### src/sipc_consts.svh
// constants for the sensor interrupt pin control block
// assumes inclusion by bare name from the design file and the bench
`ifndef SIPC_CONSTS_SVH
`define SIPC_CONSTS_SVH

// ----------------------------------------------------------------
// register addresses
// ----------------------------------------------------------------
`define SIPC_ADDR_PIN_CONFIG    8'h28
`define SIPC_ADDR_SOURCE_ENABLE 8'h29
`define SIPC_ADDR_PIN_ROUTING   8'h2a

// ----------------------------------------------------------------
// field positions and masks
// ----------------------------------------------------------------
`define SIPC_BIT_PIN_A_POLARITY   5
`define SIPC_BIT_PIN_A_DRIVE_TYPE 4
`define SIPC_BIT_PIN_B_POLARITY   1
`define SIPC_BIT_PIN_B_DRIVE_TYPE 0
`define SIPC_CONFIG_WRITE_MASK    8'h33

// ----------------------------------------------------------------
// reset values
// ----------------------------------------------------------------
`define SIPC_RESET_PIN_CONFIG    8'h00
`define SIPC_RESET_SOURCE_ENABLE 8'h00
`define SIPC_RESET_PIN_ROUTING   8'h00

`endif

### src/sipc_pkg.sv
// types for the sensor interrupt pin control block
// assumes nothing beyond the constants header
`default_nettype none
package sipc_pkg;
    // drive type of an interrupt pin
    typedef enum logic {SIPC_PUSH_PULL, SIPC_OPEN_DRAIN} sipc_drive_t;
    // one bit per event source, data ready at bit 7 down to temperature change at bit 0
    typedef logic [7:0] sipc_sources_t;
endpackage : sipc_pkg
`default_nettype wire
### src/sipc_pin_control.sv
// interrupt pin control: enable, routing, polarity and drive type of two pins
// assumes the serial register front end gives a one-cycle write strobe and a
// synchronous address; event flags are levels from logic on the same clock
//
// Contract
// - pin a polarity bit 5: 0 active low, 1 active high.
// - pin a drive type bit 4: 0 push-pull, 1 open-drain.
// - pin b polarity bit 1: 0 active low, 1 active high.
// - pin b drive type bit 0: 0 push-pull, 1 open-drain.
// - only enabled source flags reach the pins.
// - each enabled source goes to exactly one pin.
// - enable bit 7 data ready, bit 6 fifo; reset disabled.
// - enable bit 5 pressure window, bit 4 temperature window; reset disabled.
// - enable bit 3 pressure threshold, bit 2 temperature threshold; reset disabled.
// - enable bit 1 pressure change, bit 0 temperature change; reset disabled.
// - routing register, one bit per source, same order, resets to zero.
// - config bits 7:6 and 3:2 read zero, writes ignored.
// - routing bit 0 sends to pin b, 1 sends to pin a.
// - each pin is the or of its routed enabled sources; host reads status.
`timescale 1ns/1ps
`default_nettype none
`include "sipc_consts.svh"

module sipc_pin_control (
    // clock and reset
    input  wire logic       i_sys_clk,
    input  wire logic       i_rstn,
    // register access
    input  wire logic [7:0] i_reg_addr,
    input  wire logic       i_reg_wr,
    input  wire logic [7:0] i_reg_wdata,
    output var  logic [7:0] o_reg_rdata,
    // event flags
    input  wire logic [7:0] i_event_flags,
    // interrupt pin a
    output var  logic       o_irq_pin_a,
    output var  logic       o_irq_pin_a_oe,
    // interrupt pin b
    output var  logic       o_irq_pin_b,
    output var  logic       o_irq_pin_b_oe
);

    // ----------------------------------------------------------------
    // registers
    // ----------------------------------------------------------------
    sipc_pkg::sipc_sources_t interrupt_source_enable;
    sipc_pkg::sipc_sources_t interrupt_pin_routing;
    logic [7:0]              interrupt_pin_config;

    // address decode
    wire logic sel_config  = (i_reg_addr == `SIPC_ADDR_PIN_CONFIG);
    wire logic sel_enable  = (i_reg_addr == `SIPC_ADDR_SOURCE_ENABLE);
    wire logic sel_routing = (i_reg_addr == `SIPC_ADDR_PIN_ROUTING);

    // reserved bits never store, so they read back zero
    wire logic [7:0] next_config = i_reg_wdata & `SIPC_CONFIG_WRITE_MASK;

    // field views
    wire sipc_pkg::sipc_drive_t pin_a_drive_type =
        sipc_pkg::sipc_drive_t'(interrupt_pin_config[`SIPC_BIT_PIN_A_DRIVE_TYPE]);
    wire sipc_pkg::sipc_drive_t pin_b_drive_type =
        sipc_pkg::sipc_drive_t'(interrupt_pin_config[`SIPC_BIT_PIN_B_DRIVE_TYPE]);
    wire logic pin_a_polarity = interrupt_pin_config[`SIPC_BIT_PIN_A_POLARITY];
    wire logic pin_b_polarity = interrupt_pin_config[`SIPC_BIT_PIN_B_POLARITY];

    // register writes; every bit clears under reset
    always_ff @(posedge i_sys_clk or negedge i_rstn)
    begin
        if (!i_rstn)
        begin
            interrupt_pin_config    <= `SIPC_RESET_PIN_CONFIG;
            interrupt_source_enable <= `SIPC_RESET_SOURCE_ENABLE;
            interrupt_pin_routing   <= `SIPC_RESET_PIN_ROUTING;
        end
        else if (i_reg_wr)
        begin
            if (sel_config)
                interrupt_pin_config <= next_config;
            else if (sel_enable)
                interrupt_source_enable <= i_reg_wdata;
            else if (sel_routing)
                interrupt_pin_routing <= i_reg_wdata;
        end
    end

    // read mux; unmapped addresses read zero
    wire logic [7:0] next_rdata =
        sel_config  ? interrupt_pin_config :
        sel_enable  ? interrupt_source_enable :
        sel_routing ? interrupt_pin_routing : 8'h00;

    // ----------------------------------------------------------------
    // gating and routing
    // ----------------------------------------------------------------
    // a disabled source is masked before routing, so it touches neither pin
    wire logic [7:0] gated     = i_event_flags & interrupt_source_enable;
    wire logic [7:0] to_pin_a  = gated & interrupt_pin_routing;
    wire logic [7:0] to_pin_b  = gated & ~interrupt_pin_routing;
    wire logic       pending_a = |to_pin_a;
    wire logic       pending_b = |to_pin_b;

    // pin level: polarity flips the asserted level
    wire logic next_pin_a = pending_a ~^ pin_a_polarity;
    wire logic next_pin_b = pending_b ~^ pin_b_polarity;

    // open-drain drives only while asserted; shared lines need an external pull
    wire logic next_oe_a = (pin_a_drive_type == sipc_pkg::SIPC_PUSH_PULL) | pending_a;
    wire logic next_oe_b = (pin_b_drive_type == sipc_pkg::SIPC_PUSH_PULL) | pending_b;

    // output flops; one cycle latency from flag to pin
    always_ff @(posedge i_sys_clk or negedge i_rstn)
    begin
        if (!i_rstn)
        begin
            o_reg_rdata    <= 8'h00;
            o_irq_pin_a    <= 1'b1; // reset: push-pull, active low, idle high
            o_irq_pin_a_oe <= 1'b1;
            o_irq_pin_b    <= 1'b1;
            o_irq_pin_b_oe <= 1'b1;
        end
        else
        begin
            o_reg_rdata    <= next_rdata;
            o_irq_pin_a    <= next_pin_a;
            o_irq_pin_a_oe <= next_oe_a;
            o_irq_pin_b    <= next_pin_b;
            o_irq_pin_b_oe <= next_oe_b;
        end
    end

    // ----------------------------------------------------------------
    // assertions
    // ----------------------------------------------------------------

    // polarity one cycle late, for the idle check below
    logic pin_a_polarity_q;
    logic pin_b_polarity_q;
    always_ff @(posedge i_sys_clk or negedge i_rstn)
    begin
        if (!i_rstn)
        begin
            pin_a_polarity_q <= 1'b0;
            pin_b_polarity_q <= 1'b0;
        end
        else
        begin
            pin_a_polarity_q <= pin_a_polarity;
            pin_b_polarity_q <= pin_b_polarity;
        end
    end
endmodule : sipc_pin_control
`default_nettype wire

### config.mk
export PLATFORM = sky130hd
export DESIGN_NAME = sipc_pin_control
export DESIGN_NICKNAME = d
export VERILOG_FILES = /design/src/sipc_pkg.sv /design/src/sipc_pin_control.sv
export VERILOG_INCLUDE_DIRS = /design/src
export SDC_FILE = /design/constraint.sdc
export NUM_CORES = 1
export LEC_CHECK = 0
export BUFFER_PORTS_ARGS = -buffer_cell sky130_fd_sc_hd__buf_2
export CELL_PAD_IN_SITES_DETAIL_PLACEMENT = 1
export CELL_PAD_IN_SITES_GLOBAL_PLACEMENT = 1
export CORE_MARGIN = 2
export CORE_UTILIZATION = 36
export DETAILED_ROUTE_END_ITERATION = 7
export GPL_TIMING_DRIVEN = 0
export PLACE_DENSITY_LB_ADDON = 0.1
export RECOVER_POWER = 25
export SETUP_SLACK_MARGIN = 0.1
export SLEW_MARGIN = 20
export SYNTH_ARGS = -nofsm -noshare
export SYNTH_HDL_FRONTEND = slang
export SYNTH_SLANG_ARGS = --single-unit
### constraint.sdc
create_clock -name i_sys_clk -period 1.3 [get_ports i_sys_clk]
set_clock_uncertainty 0.2 [all_clocks]
set_input_delay 0.325 -clock i_sys_clk [delete_from_list [all_inputs] [get_ports i_sys_clk]]
set_output_delay 0.325 -clock i_sys_clk [all_outputs]
set_load 0.02 [all_outputs]
# [Word-level counts from Yosys, hierarchy flattened]
# Index checks and enable logic that the tools add are counted.
[totals] register_bits=32 input_bits=27
[classes] eq_ne=3 mux=3 bitwise_logic=12 n_reduce_logical=5
[ops] cell="$and A8 B8 Y8" count=3
[ops] cell="$eq A8 B6 Y1 const B" count=3
[ops] cell="$mux W8" count=3
[ops] cell="$reduce_or A8 Y1" count=2
[ops] cell="$not A8 Y8" count=1
[ops] cell="$not A1 Y1" count=4
[ops] cell="$reduce_and A4 Y1" count=1
[ops] cell="$reduce_and A3 Y1" count=1
[ops] cell="$or A1 B1 Y1" count=2
[ops] cell="$reduce_and A2 Y1" count=1
[ops] cell="$xnor A1 B1 Y1" count=2

# [Depth between registers and ports, before layout]
# Gate-level depths: netlist of the first run.
[depth] depth_word=4 mapped_depth=6 ltp_nobuf=4

# [Worst setup path before layout of the first run]
# Ideal clock, no wire load.
[synth_path] kind="input to register" startpoint="input i_reg_addr[2]" endpoint="register interrupt_source_enable[0]" setup_ps=125 t_arrival_ps=1626 required_ps=975 path_slack_ps=-651 path_stages=6 path_buffers=2 path_cell_list="nor4b_2 nand3b_1 buf_6 or3b_1 buf_6 mux2_4"
[synth_via] elab_chain_len=3 word_cells_on_any_way=4 classes_between="eq/ne: 2; bitwise: 1; reduce/logical: 1"
[synth_rtl] element="from (decl)" line="sipc_pin_control.sv:29" source="input wire logic [7:0] i_reg_addr,"
[synth_rtl] element="$eq A8 B6 Y1 (no line)"
[synth_rtl] element="$not A1 Y1 (no line)"
[synth_rtl] element="$reduce_and A3 Y1 (no line) *"
[synth_rtl] element="to (signal assigned)" line="sipc_pin_control.sv:72" source="interrupt_source_enable <= `SIPC_RESET_SOURCE_ENABLE;"
[synth_rtl] element="to (signal assigned)" line="sipc_pin_control.sv:80" source="interrupt_source_enable <= i_reg_wdata;"
[synth_rtl] element="to (decl)" line="sipc_pin_control.sv:46" source="sipc_pkg::sipc_sources_t interrupt_source_enable;"
# Every way passes the cells marked *; elsewhere a longest branch is shown, timed or not.
# A chain may end at the register's enable or synchronous reset.

# [Final worst setup path of the first run]
[layout_path] startpoint="input i_reg_addr[2]" endpoint="register interrupt_source_enable[5]"
# Same word-level chain as after synthesis.

==> flow_metrics.env, run 1 <==
export IMPL_grt_ovfl_total=0
export IMPL_grt_pass1_wl_microns=6280
export IMPL_ys_types=23
export IMPL_cts_root_buf="clkbuf_8"
export IMPL_critPathMaxFanout=8
export IMPL_clkSinkCount=32
export IMPL_p_comb_frac=0.128
export IMPL_multiInputGateArea_sq_um=726
export IMPL_cts_tree="done"
export IMPL_crit_type="input pin to flop"
export IMPL_critPathCaptureType="flop"
export IMPL_worstMarginPinSlew_ns=0.813
export IMPL_synthFlopType="dfrtp_1"
export IMPL_p_clk_frac=0.372
export IMPL_fin_crit_sh=1.42
export IMPL_viasPerCell=5.01
export IMPL_drt_total_wl_microns=3750
export IMPL_drt_met1_wl_microns=1630
export IMPL_synth_simple_area_share=0.152
export IMPL_n_antenna_cell=0
export IMPL_cp_required_ns=1.26
export IMPL_rsz0062_at_grt="true"
export IMPL_synth_area_leaders="dfrtp_1 (48%), mux2_2 (9.3%), mux2_4 (8.3%)"
export IMPL_violations="negative hold slack, negative setup slack"
export IMPL_rows=23
export IMPL_p_leak_nw=1.03
export IMPL_ys_ff_latch=32
export IMPL_intPower_mw=1.66
export IMPL_ys_seq_area_frac=0.555
export IMPL_cp_num_buf_inv=3
export IMPL_start_util=0.368
export IMPL_synth_common_cells="dfrtp_1 (28), nor2_1 (13), mux2_2 (12), mux2_4 (8), nand3_1 (8)"
export IMPL_crit_top_cell="buf_6"
export IMPL_r2r_cells=5
export IMPL_port_buffers=37
export IMPL_synthAdderAreaFrac=0
export IMPL_p_sw_frac=0.231
export IMPL_cts_path_max_buffers=2
export IMPL_dr_pass1_iters=4
export IMPL_maxSlewViolCount=0
export IMPL_cp_data_arrival_time_ns=1.80
export IMPL_area_growth_pct=49.1
export IMPL_setup_viol=30
export IMPL_drt_iter0_markers=31
export IMPL_vias=1122
export IMPL_status="finished, violations left"
export IMPL_min_period_ns=1.84
export IMPL_cp_slowest_stage_delay_ns=0.36
export IMPL_seq_area_sq_um=806
export IMPL_rrSetupSlack_ns=-0.07
export IMPL_final_antenna_net_count=0
export IMPL_crit_path_top_delay_cell="or3b_1"
export IMPL_wl_met3_microns=159
export IMPL_sequentialPowerShare=0.500
export IMPL_maxCapViolations=0
export IMPL_track_usage=0.193
export IMPL_post_drt_wl_per_cell_microns=16.8
export IMPL_grt_antenna_before_repair=0
export IMPL_coreArea_sq_um=3940
export IMPL_path_delay_family="simple AND/OR/NAND/NOR gates"
export IMPL_clock_latency_ns=0.27
export IMPL_synth_nets=143
export IMPL_hold_worst_slack_ns=-0.0649
export IMPL_finalSetupTns_ns=-10.70
export IMPL_gp_congestion=0.742
export IMPL_r2r_start="interrupt_source_enable[1]$_DFFE_PN0P_"
export IMPL_die_area_sq_um=4560
export IMPL_slew_headroom=0.458
export IMPL_synthCells=116
export IMPL_irDropWorstVdd_uv=574
export IMPL_hpwl_microns=2440
export IMPL_worst_slack_ns=-0.542
export IMPL_wl_met2_microns=1930
export IMPL_synth_enable_flop_cells=0
export IMPL_highest_layer="met4"
export IMPL_fillers=402
export IMPL_drc=0
export IMPL_place_worst_setup_slack_ns=-0.906
export IMPL_async_flop_share=1.00
export IMPL_postSynthAreaPerCell_sq_um=12.5
export IMPL_synth_top_cell_by_area="dfrtp_1"
export IMPL_min_path_type="input pin to asynchronous set/reset pin"
export IMPL_final_nets=201
export IMPL_synth_xor_area_frac=0.0121
export IMPL_ios=39
export IMPL_synth_top_family_by_area="multiplexers"
export IMPL_r2r_end="o_reg_rdata[1]$_DFF_PN0_"
export IMPL_path_clk_slew_ns=0.06
export IMPL_final_layout_size_suffix_gt1_frac=0.592
export IMPL_synth_warnings=0
export IMPL_final_cell_area_sq_um=2160
export IMPL_fmax_ghz=0.543
export IMPL_crit_chain="buf_6 -> nor4b_4 -> nand3b_1 -> buf_6 -> or3b_1 -> buf_6 -> mux2_4"
export IMPL_switching_power_uw=501
export IMPL_yosysMostFrequentCell="dfrtp_1"
export IMPL_p_per_area_nw_per_um2=1000
export IMPL_yosys_mux_area_fraction=0.203
export IMPL_syn_area_sq_um=1450
export IMPL_hold_viol_final=28
export IMPL_htree_levels=2
export IMPL_placed_area_sq_um=1730
export IMPL_power_total_mw=2.16
export IMPL_critPathLaunchType="input pin"
export IMPL_die_y_microns=67.5
export IMPL_yosysTopAreaCellShare=0.483
export IMPL_grt_max_degree=33
export IMPL_cts_made_buffers=5
export IMPL_grt_pass1_vias=1248
export IMPL_dieWidth_microns=67.5
export IMPL_synth_compound_area_frac=0.0491
-- worst max-delay path by stage --
stage / endpoint / cells after the start / start / slack (ns)
after CTS: interrupt_source_enable[5]$_DFFE_PN0P_ / 7 / i_reg_addr[2] / -0.54
final: interrupt_source_enable[5]$_DFFE_PN0P_ / 7 / i_reg_addr[2] / -0.54
after detailed placement: interrupt_pin_config[1]$_DFFE_PN0P_ / 6 / i_reg_addr[2] / -0.91
after global routing: interrupt_source_enable[5]$_DFFE_PN0P_ / 7 / i_reg_addr[2] / -0.60
after global placement: interrupt_pin_config[1]$_DFFE_PN0P_ / 6 / i_reg_addr[2] / -0.89
after floorplan: interrupt_source_enable[0]$_DFFE_PN0P_ / 6 / i_reg_addr[2] / -0.65
-- layout make-up --
cell class                 instances  share of cell area
multi-input combinational         78               0.335
timing repair buffer              51               0.193
sequential                        32               0.372
inverter                           1             0.00174
tap                               50              0.0289
buffer                             5              0.0243
clock buffer                       7              0.0445
-- routing by layer --
metal,vias up,GRT usage
met3,4,0.0400
met1,563,0.248
met4,0,0.0689
met2,29,0.322
li1,526,-
met5,-,0
-- cells by family after synthesis --
logic type,Yosys count
flops,32
xor+xnor,2
simple gates,41
buf+inv,6
compound gates,11
mux,24
-- cells in the final DEF (no fill, tap or decap) --
| cell | synthesis | final |
|---|---|---|
| nor2b_1 | 2 | 2 |
| nand3b_1 | 4 | 4 |
| nand2_1 | 7 | 7 |
| nor2_4 | 0 | 7 |
| o22ai_1 | 2 | 2 |
| inv_1 | 1 | 1 |
| a21oi_2 | 0 | 1 |
| buf_6 | 2 | 21 |
| nor3_4 | 0 | 1 |
| clkbuf_8 | 0 | 7 |
| nand3_2 | 0 | 2 |
| buf_4 | 0 | 11 |
| or3b_1 | 2 | 2 |
| nor4b_4 | 0 | 1 |
| nand3_1 | 8 | 6 |
| nor2_1 | 13 | 4 |
| mux2_4 | 8 | 12 |
| nand4_1 | 2 | 2 |
| xor2_1 | 2 | 2 |
| nor2_2 | 0 | 2 |
| a22oi_1 | 4 | 4 |
| dfrtp_1 | 28 | 28 |
| a21oi_1 | 4 | 3 |
| buf_2 | 3 | 21 |
| o2111ai_2 | 0 | 1 |
| dfstp_2 | 4 | 4 |
| nor4_4 | 0 | 1 |
| mux2i_1 | 4 | 4 |
| clkbuf_2 | 0 | 1 |
| buf_12 | 0 | 2 |
| mux2_2 | 12 | 8 |
-- flip-flops by register name, indices dropped and copies added (netlist names) --
register / count
interrupt_pin_routing: 8
o_irq_pin_b_oe: 1
interrupt_source_enable: 8
o_irq_pin_b: 1
o_irq_pin_a: 1
o_reg_rdata: 8
o_irq_pin_a_oe: 1
interrupt_pin_config: 4
-- per-stage QoR --
stage | utilization | std cells
2_1_floorplan | - | 116
3_3_place_gp | 0.438 | 203
3_5_place_dp | 0.438 | 203
4_1_cts | 0.529 | 224
5_1_grt | 0.549 | 224
6_report | 0.549 | 224
-- power by group through the flow --
stage	combinational, mW	clock, mW	sequential (mW)
after CTS	0.264	0.832	1.08
after floorplan	0.0900	0	1.11
after global routing	0.301	0.880	1.09
final	0.276	0.805	1.08
after global placement	0.201	0	1.10
after detailed placement	0.207	0	1.10
-- timing repair --
action / in CTS / in global routing
setup endpoints to repair: 35 / 44
resized for setup: 40 / 21
hold endpoints to repair: 28 / 28
setup buffers: 14 / 1
pin swaps: 9 / 6
-- worst reg2reg max path: cells and delay by family (launching register included) --
kind            cells  cell delay [ns]
compound gates      1             0.24
buf+inv             1             0.15
flops               1             0.40
mux                 1             0.15
simple gates        2             0.12
Note: power is estimated with default switching activity, not from simulation.
==> run 2, diff against run 1 <==
--- a/config.mk
+++ b/config.mk
@@ -10,10 +10,10 @@
 export CELL_PAD_IN_SITES_DETAIL_PLACEMENT = 1
 export CELL_PAD_IN_SITES_GLOBAL_PLACEMENT = 1
 export CORE_MARGIN = 2
-export CORE_UTILIZATION = 36
+export CORE_UTILIZATION = 40
 export DETAILED_ROUTE_END_ITERATION = 7
 export GPL_TIMING_DRIVEN = 0
-export PLACE_DENSITY_LB_ADDON = 0.1
+export PLACE_DENSITY = 0.82
 export RECOVER_POWER = 25
 export SETUP_SLACK_MARGIN = 0.1
 export SLEW_MARGIN = 20
==> constraint.sdc (replaced) <==
create_clock -name i_sys_clk -period 1.7 [get_ports i_sys_clk]
set_clock_uncertainty 0.2 [all_clocks]
set_input_delay 0.425 -clock i_sys_clk [delete_from_list [all_inputs] [get_ports i_sys_clk]]
set_output_delay 0.425 -clock i_sys_clk [all_outputs]
set_load 0.02 [all_outputs]
==> run 2 against run 1 <==
The flow finishes with violations (negative setup slack). Critical path depth unchanged. Highest routed layer unchanged. Final cell count decreased by 4.9%. Largest cell class unchanged. Largest power group unchanged. Setup slack improved by 0.35 ns. Non-clock buffer count decreased by 8. Sequential power decreased by 23%. Wire length decreased by 7.1%.
==> flow_metrics.env, run 2 (synthesis results as in run 1) <==
export IMPL_status="finished, violations left"
export IMPL_violations="negative setup slack"
export IMPL_worst_slack_ns=-0.190
export IMPL_htree_levels=2
export IMPL_die_area_sq_um=4130
export IMPL_slew_headroom=0.485
export IMPL_rows=21
export IMPL_cp_num_buf_inv=3
export IMPL_critPathCaptureType="flop"
export IMPL_p_per_area_nw_per_um2=764
export IMPL_switching_power_uw=352
export IMPL_final_common_cell="buf_2"
export IMPL_clock_latency_ns=0.33
export IMPL_post_drt_wl_per_cell_microns=16.4
export IMPL_hpwl_microns=2510
export IMPL_p_sw_frac=0.243
export IMPL_final_cell_mix="buf_2 (30), dfrtp_1 (28), nor2_1 (13), mux2_4 (12), buf_6 (10)"
export IMPL_grt_max_degree=33
export IMPL_rrSetupSlack_ns=0.16
export IMPL_fmax_ghz=0.529
export IMPL_intPower_mw=1.09
export IMPL_critPathMaxFanout=8
export IMPL_area_growth_pct=30.4
export IMPL_start_util=0.425
export IMPL_final_nets=193
export IMPL_cts_made_buffers=5
export IMPL_sequentialPowerShare=0.574
export IMPL_track_usage=0.188
export IMPL_viasPerCell=5.04
export IMPL_gp_congestion=0.808
export IMPL_crit_top_cell="buf_6"
export IMPL_critPathLaunchType="input pin"
export IMPL_n_antenna_cell=0
export IMPL_final_antenna_net_count=0
export IMPL_path_clk_slew_ns=0.09
export IMPL_cp_data_arrival_time_ns=1.91
export IMPL_setup_viol=20
export IMPL_coreArea_sq_um=3420
export IMPL_min_path_type="input pin to flop"
export IMPL_worstMarginPinSlew_ns=0.772
export IMPL_fillers=387
export IMPL_clkSinkCount=32
export IMPL_cts_path_max_buffers=2
export IMPL_grt_ovfl_total=0
export IMPL_min_period_ns=1.89
export IMPL_grt_pass1_vias=1128
export IMPL_cp_slowest_stage_delay_ns=0.39
export IMPL_grt_antenna_before_repair=0
export IMPL_dieWidth_microns=64.2
export IMPL_cts_tree="done"
export IMPL_cts_root_buf="clkbuf_4"
export IMPL_drt_iter0_markers=31
export IMPL_port_buffers=37
export IMPL_vias=1074
export IMPL_crit_chain="buf_6 -> nor4b_4 -> nand3b_1 -> buf_6 -> or3b_4 -> buf_12 -> mux2_4"
export IMPL_maxCapViolations=0
export IMPL_power_total_mw=1.45
export IMPL_ios=39
export IMPL_drt_total_wl_microns=3490
export IMPL_irDropWorstVdd_uv=423
export IMPL_fin_crit_sh=1.11
export IMPL_path_delay_family="simple AND/OR/NAND/NOR gates"
export IMPL_die_y_microns=64.2
export IMPL_maxSlewViolCount=0
export IMPL_grt_pass1_wl_microns=5590
export IMPL_hold_viol_final=0
export IMPL_crit_path_top_delay_cell="or3b_4"
export IMPL_drc=0
export IMPL_rsz0062_at_grt="true"
export IMPL_finalSetupTns_ns=-2.10
export IMPL_dr_pass1_iters=4
export IMPL_cp_required_ns=1.72
export IMPL_p_clk_frac=0.304
export IMPL_final_layout_size_suffix_gt1_frac=0.467
export IMPL_p_comb_frac=0.122
export IMPL_crit_type="input pin to flop"
export IMPL_reg_top3="interrupt_pin_routing x8, interrupt_source_enable x8, o_reg_rdata x8"
export IMPL_p_leak_nw=0.937
==> run 2: timing repair <==
| action | in CTS | in global routing |
|---|---|---|
| pin swaps | 3 | 4 |
| endpoints found under the setup margin | 24 | 25 |
| gates resized for setup | 17 | 3 |
| hold buffers | 1 | 0 |
| setup buffers | 5 | 0 |
| endpoints found under the hold margin | 28 | 0 |
==> run 2: power by group through the flow <==
stage,combinational [mW],clock (mW),sequential (mW)
4_1_cts,0.179,0.459,0.830
6_report,0.176,0.440,0.831
5_1_grt,0.192,0.500,0.835
3_5_place_dp,0.157,0,0.842
3_3_place_gp,0.150,0,0.837
2_1_floorplan,0.0672,0,0.846
==> run 2: area by class of cell <==
type,instances,area (sq um),area share
well taps,46,57.6,0.0304
flip-flops and latches,32,806,0.426
repair buffers,43,267,0.141
plain buffers,5,61.3,0.0324
clock buffers,8,58.8,0.0311
inverters,1,3.75,0.00198
multi-input cells,78,639,0.338
==> run 2: layer usage <==
layer / share of wire / track usage / up-vias
met5: 0 / 0 / -
met4: 0.017 / 0.0798 / 0
met2: 0.53 / 0.315 / 24
met1: 0.41 / 0.223 / 532
li1: - / - / 513
met3: 0.046 / 0.0563 / 5
==> run 2: worst paths after layout <==
| path | startpoint | end | cells past startpoint |
|---|---|---|---|
| setup / recovery | i_reg_addr[7] | interrupt_source_enable[7]$_DFFE_PN0P_ | 7 |
| hold / removal | i_reg_wdata[2] | interrupt_source_enable[2]$_DFFE_PN0P_ | 2 |
| setup reg to reg | interrupt_pin_routing[2]$_DFFE_PN0P_ | o_irq_pin_b$_DFF_PN1_ | 4 |
| hold reg to reg | interrupt_pin_config[4]$_DFFE_PN0P_ | o_irq_pin_a_oe$_DFF_PN1_ | 1 |
| max in group asynchronous | i_rstn | o_reg_rdata[3]$_DFF_PN0_ | 2 |
| min in group asynchronous | i_rstn | interrupt_pin_routing[7]$_DFFE_PN0P_ | 2 |
==> run 2: worst register-to-register path, stage by stage (launching register included) <==
cell       delay (ns)
dfrtp_1          0.42
nand3b_1         0.15
o2111ai_1        0.13
nor3_1           0.34
xor2_1           0.22
==> run 2: metrics by stage <==
| step | hold slack, ns | utilization | worst slack (ns) | area, sq um | cells |
|---|---|---|---|---|---|
| floorplan | -0.0706 | - | -0.346 | 1480 | 116 |
| global placement | 0.215 | 0.503 | -0.647 | 1720 | 199 |
| detailed placement | 0.231 | 0.503 | -0.601 | 1720 | 199 |
| CTS | 0.119 | 0.554 | -0.201 | 1890 | 213 |
| global route | 0.122 | 0.554 | -0.240 | 1890 | 213 |
| finish | 0.134 | 0.554 | -0.190 | 1890 | 213 |
==> run 3, diff against run 2 <==
--- a/config.mk
+++ b/config.mk
@@ -7,13 +7,11 @@
 export NUM_CORES = 1
 export LEC_CHECK = 0
 export BUFFER_PORTS_ARGS = -buffer_cell sky130_fd_sc_hd__buf_2
-export CELL_PAD_IN_SITES_DETAIL_PLACEMENT = 1
-export CELL_PAD_IN_SITES_GLOBAL_PLACEMENT = 1
 export CORE_MARGIN = 2
-export CORE_UTILIZATION = 40
+export CORE_UTILIZATION = 51
 export DETAILED_ROUTE_END_ITERATION = 7
 export GPL_TIMING_DRIVEN = 0
-export PLACE_DENSITY = 0.82
+export PLACE_DENSITY = 0.83
 export RECOVER_POWER = 25
 export SETUP_SLACK_MARGIN = 0.1
 export SLEW_MARGIN = 20
==> run 3 against run 2 <==
The run still ends with negative setup slack left. Power rose by 0.80%. Clock power rose by 3%. Sequential cell count did not move. Final cell count fell by 7.0%. First-iteration DRC count fell by 32%. Sequential power barely moved. Utilization rose by 14 points. Combinational power barely moved. Wire length fell by 9.7%.
==> flow_metrics.env, run 3 (synthesis results as in run 1) <==
export IMPL_status="finished, violations left"
export IMPL_violations="negative setup slack"
export IMPL_gp_congestion=0.882
export IMPL_p_clk_frac=0.310
export IMPL_drt_iter0_markers=21
export IMPL_cp_required_ns=1.72
export IMPL_hold_worst_slack_ns=0.128
export IMPL_die_area_sq_um=3290
export IMPL_placed_area_sq_um=1700
export IMPL_p_sw_frac=0.253
export IMPL_hpwl_microns=2190
export IMPL_worst_slack_ns=-0.175
export IMPL_grt_pass1_vias=1098
export IMPL_rows=19
export IMPL_irDropWorstVdd_uv=679
export IMPL_critPathCaptureType="flop"
export IMPL_cp_data_arrival_time_ns=1.90
export IMPL_clkSinkCount=32
export IMPL_start_util=0.531
export IMPL_die_y_microns=57.3
export IMPL_power_total_mw=1.46
export IMPL_holdCritStartpoint="i_reg_wdata[6]"
export IMPL_r2r_cells=4
export IMPL_p_leak_nw=0.946
export IMPL_fin_crit_sh=1.10
export IMPL_rsz0062_at_grt="true"
export IMPL_r2r_end="o_irq_pin_b$_DFF_PN1_"
export IMPL_drc=0
export IMPL_rrSetupSlack_ns=0.18
export IMPL_crit_path_top_delay_cell="or3b_4"
export IMPL_hold_viol_final=0
export IMPL_vias=1108
export IMPL_worstMarginPinSlew_ns=0.696
export IMPL_switching_power_uw=369
export IMPL_final_layout_size_suffix_gt1_frac=0.497
export IMPL_final_antenna_net_count=0
export IMPL_port_buffers=37
export IMPL_cts_tree="done"
export IMPL_fillers=201
export IMPL_min_to="interrupt_source_enable[6]$_DFFE_PN0P_"
export IMPL_cts_made_buffers=5
export IMPL_slew_headroom=0.536
export IMPL_p_per_area_nw_per_um2=774
export IMPL_setup_viol=19
export IMPL_grt_max_degree=33
export IMPL_ios=39
export IMPL_grt_pass1_wl_microns=5110
export IMPL_track_usage=0.211
export IMPL_crit_top_cell="buf_6"
export IMPL_maxCapViolations=0
export IMPL_final_cell_mix="buf_2 (31), dfrtp_1 (28), nor2_1 (13), buf_6 (12), mux2_4 (12)"
export IMPL_intPower_mw=1.09
export IMPL_drt_total_wl_microns=3150
export IMPL_final_cell_area_sq_um=1880
export IMPL_dieWidth_microns=57.3
export IMPL_coreArea_sq_um=2730
export IMPL_critPathMaxFanout=8
export IMPL_sequentialPowerShare=0.569
export IMPL_clock_latency_ns=0.34
export IMPL_viasPerCell=5.60
export IMPL_r2r_start="interrupt_pin_routing[1]$_DFFE_PN0P_"
export IMPL_final_nets=193
export IMPL_reg_top3="interrupt_pin_routing x8, interrupt_source_enable x8, o_reg_rdata x8"
export IMPL_min_path_type="input pin to flop"
export IMPL_maxSlewViolCount=0
export IMPL_post_drt_wl_per_cell_microns=15.9
export IMPL_fmax_ghz=0.533
export IMPL_cts_root_buf="clkbuf_4"
export IMPL_final_common_cell="buf_2"
export IMPL_area_growth_pct=29.8
export IMPL_cp_slowest_stage_delay_ns=0.36
export IMPL_crit_type="input pin to flop"
export IMPL_critPathLaunchType="input pin"
export IMPL_cts_path_max_buffers=2
export IMPL_hold_depth=2
export IMPL_htree_levels=2
export IMPL_n_antenna_cell=0
export IMPL_min_period_ns=1.88
export IMPL_grt_ovfl_total=0
export IMPL_path_clk_slew_ns=0.09
export IMPL_dr_pass1_iters=4
export IMPL_p_comb_frac=0.122
export IMPL_crit_chain="buf_6 -> nor4b_4 -> nand3b_1 -> buf_6 -> or3b_4 -> buf_6 -> mux2_4"
export IMPL_grt_antenna_before_repair=0
## run 3: power by group through the flow
| stage | clock network [mW] | logic [mW] | registers [mW] |
|---|---|---|---|
| 2_1_floorplan | 0 | 0.0672 | 0.846 |
| 3_3_place_gp | 0 | 0.147 | 0.837 |
| 3_5_place_dp | 0 | 0.153 | 0.840 |
| 4_1_cts | 0.467 | 0.173 | 0.828 |
| 5_1_grt | 0.502 | 0.192 | 0.833 |
| 6_report | 0.452 | 0.177 | 0.829 |
## run 3: worst max-delay path, delay by kind of cell
family / cells / cell delay, ns
buffers and inverters: 3 / 0.41
muxes: 1 / 0.30
and+or+nand+nor: 3 / 0.76
## run 3: final cells by class
cell class / instances / area [sq um] / share of cell area
buffer: 5 / 52.6 / 0.0279
tap: 31 / 38.8 / 0.0206
clock buffer: 6 / 51.3 / 0.0272
multi-input combinational: 78 / 644 / 0.342
inverter: 1 / 3.75 / 0.00199
clock inverter: 2 / 10.0 / 0.00531
sequential: 32 / 806 / 0.428
timing repair buffer: 43 / 278 / 0.147
## run 3: per-layer routing
metal,share of wire,routed length [microns],global-route usage,vias to the layer above
met1,0.41,1290,0.256,557
met4,0.023,72,0.123,0
met5,0,0,0,-
li1,-,-,-,513
met2,0.51,1620,0.325,30
met3,0.052,165,0.0748,8
## run 3: worst max-delay path by stage
stage	startpoint	end	slack (ns)	cells past startpoint
after global placement	i_reg_addr[2]	interrupt_pin_config[1]$_DFFE_PN0P_	-0.58	6
after detailed placement	i_reg_addr[2]	interrupt_pin_config[0]$_DFFE_PN0P_	-0.62	6
final	i_reg_addr[2]	interrupt_source_enable[7]$_DFFE_PN0P_	-0.18	7
after floorplan	i_reg_addr[2]	interrupt_source_enable[0]$_DFFE_PN0P_	-0.35	6
after global routing	i_reg_addr[2]	interrupt_source_enable[7]$_DFFE_PN0P_	-0.23	7
after CTS	i_reg_addr[2]	interrupt_pin_config[0]$_DFFE_PN0P_	-0.19	8
## run 3: through the flow
| stage | util | setup TNS, ns | setup WS [ns] | cells |
|---|---|---|---|---|
| 5_1_grt | 0.689 | -2.85 | -0.226 | 198 |
| 6_report | 0.689 | -1.68 | -0.175 | 198 |
| 3_5_place_dp | 0.622 | -10.40 | -0.623 | 184 |
| 2_1_floorplan | - | -5.19 | -0.346 | 116 |
| 4_1_cts | 0.679 | -2.29 | -0.185 | 197 |
| 3_3_place_gp | 0.622 | -9.41 | -0.578 | 184 |
## run 3: repair_timing
action / CTS / global route
pin swaps: 2 / 3
hold buffers: 1 / 0
buffers inserted: 4 / 1
resized for setup: 14 / 5
hold endpoints to repair: 28 / 0
setup endpoints to repair: 24 / 25
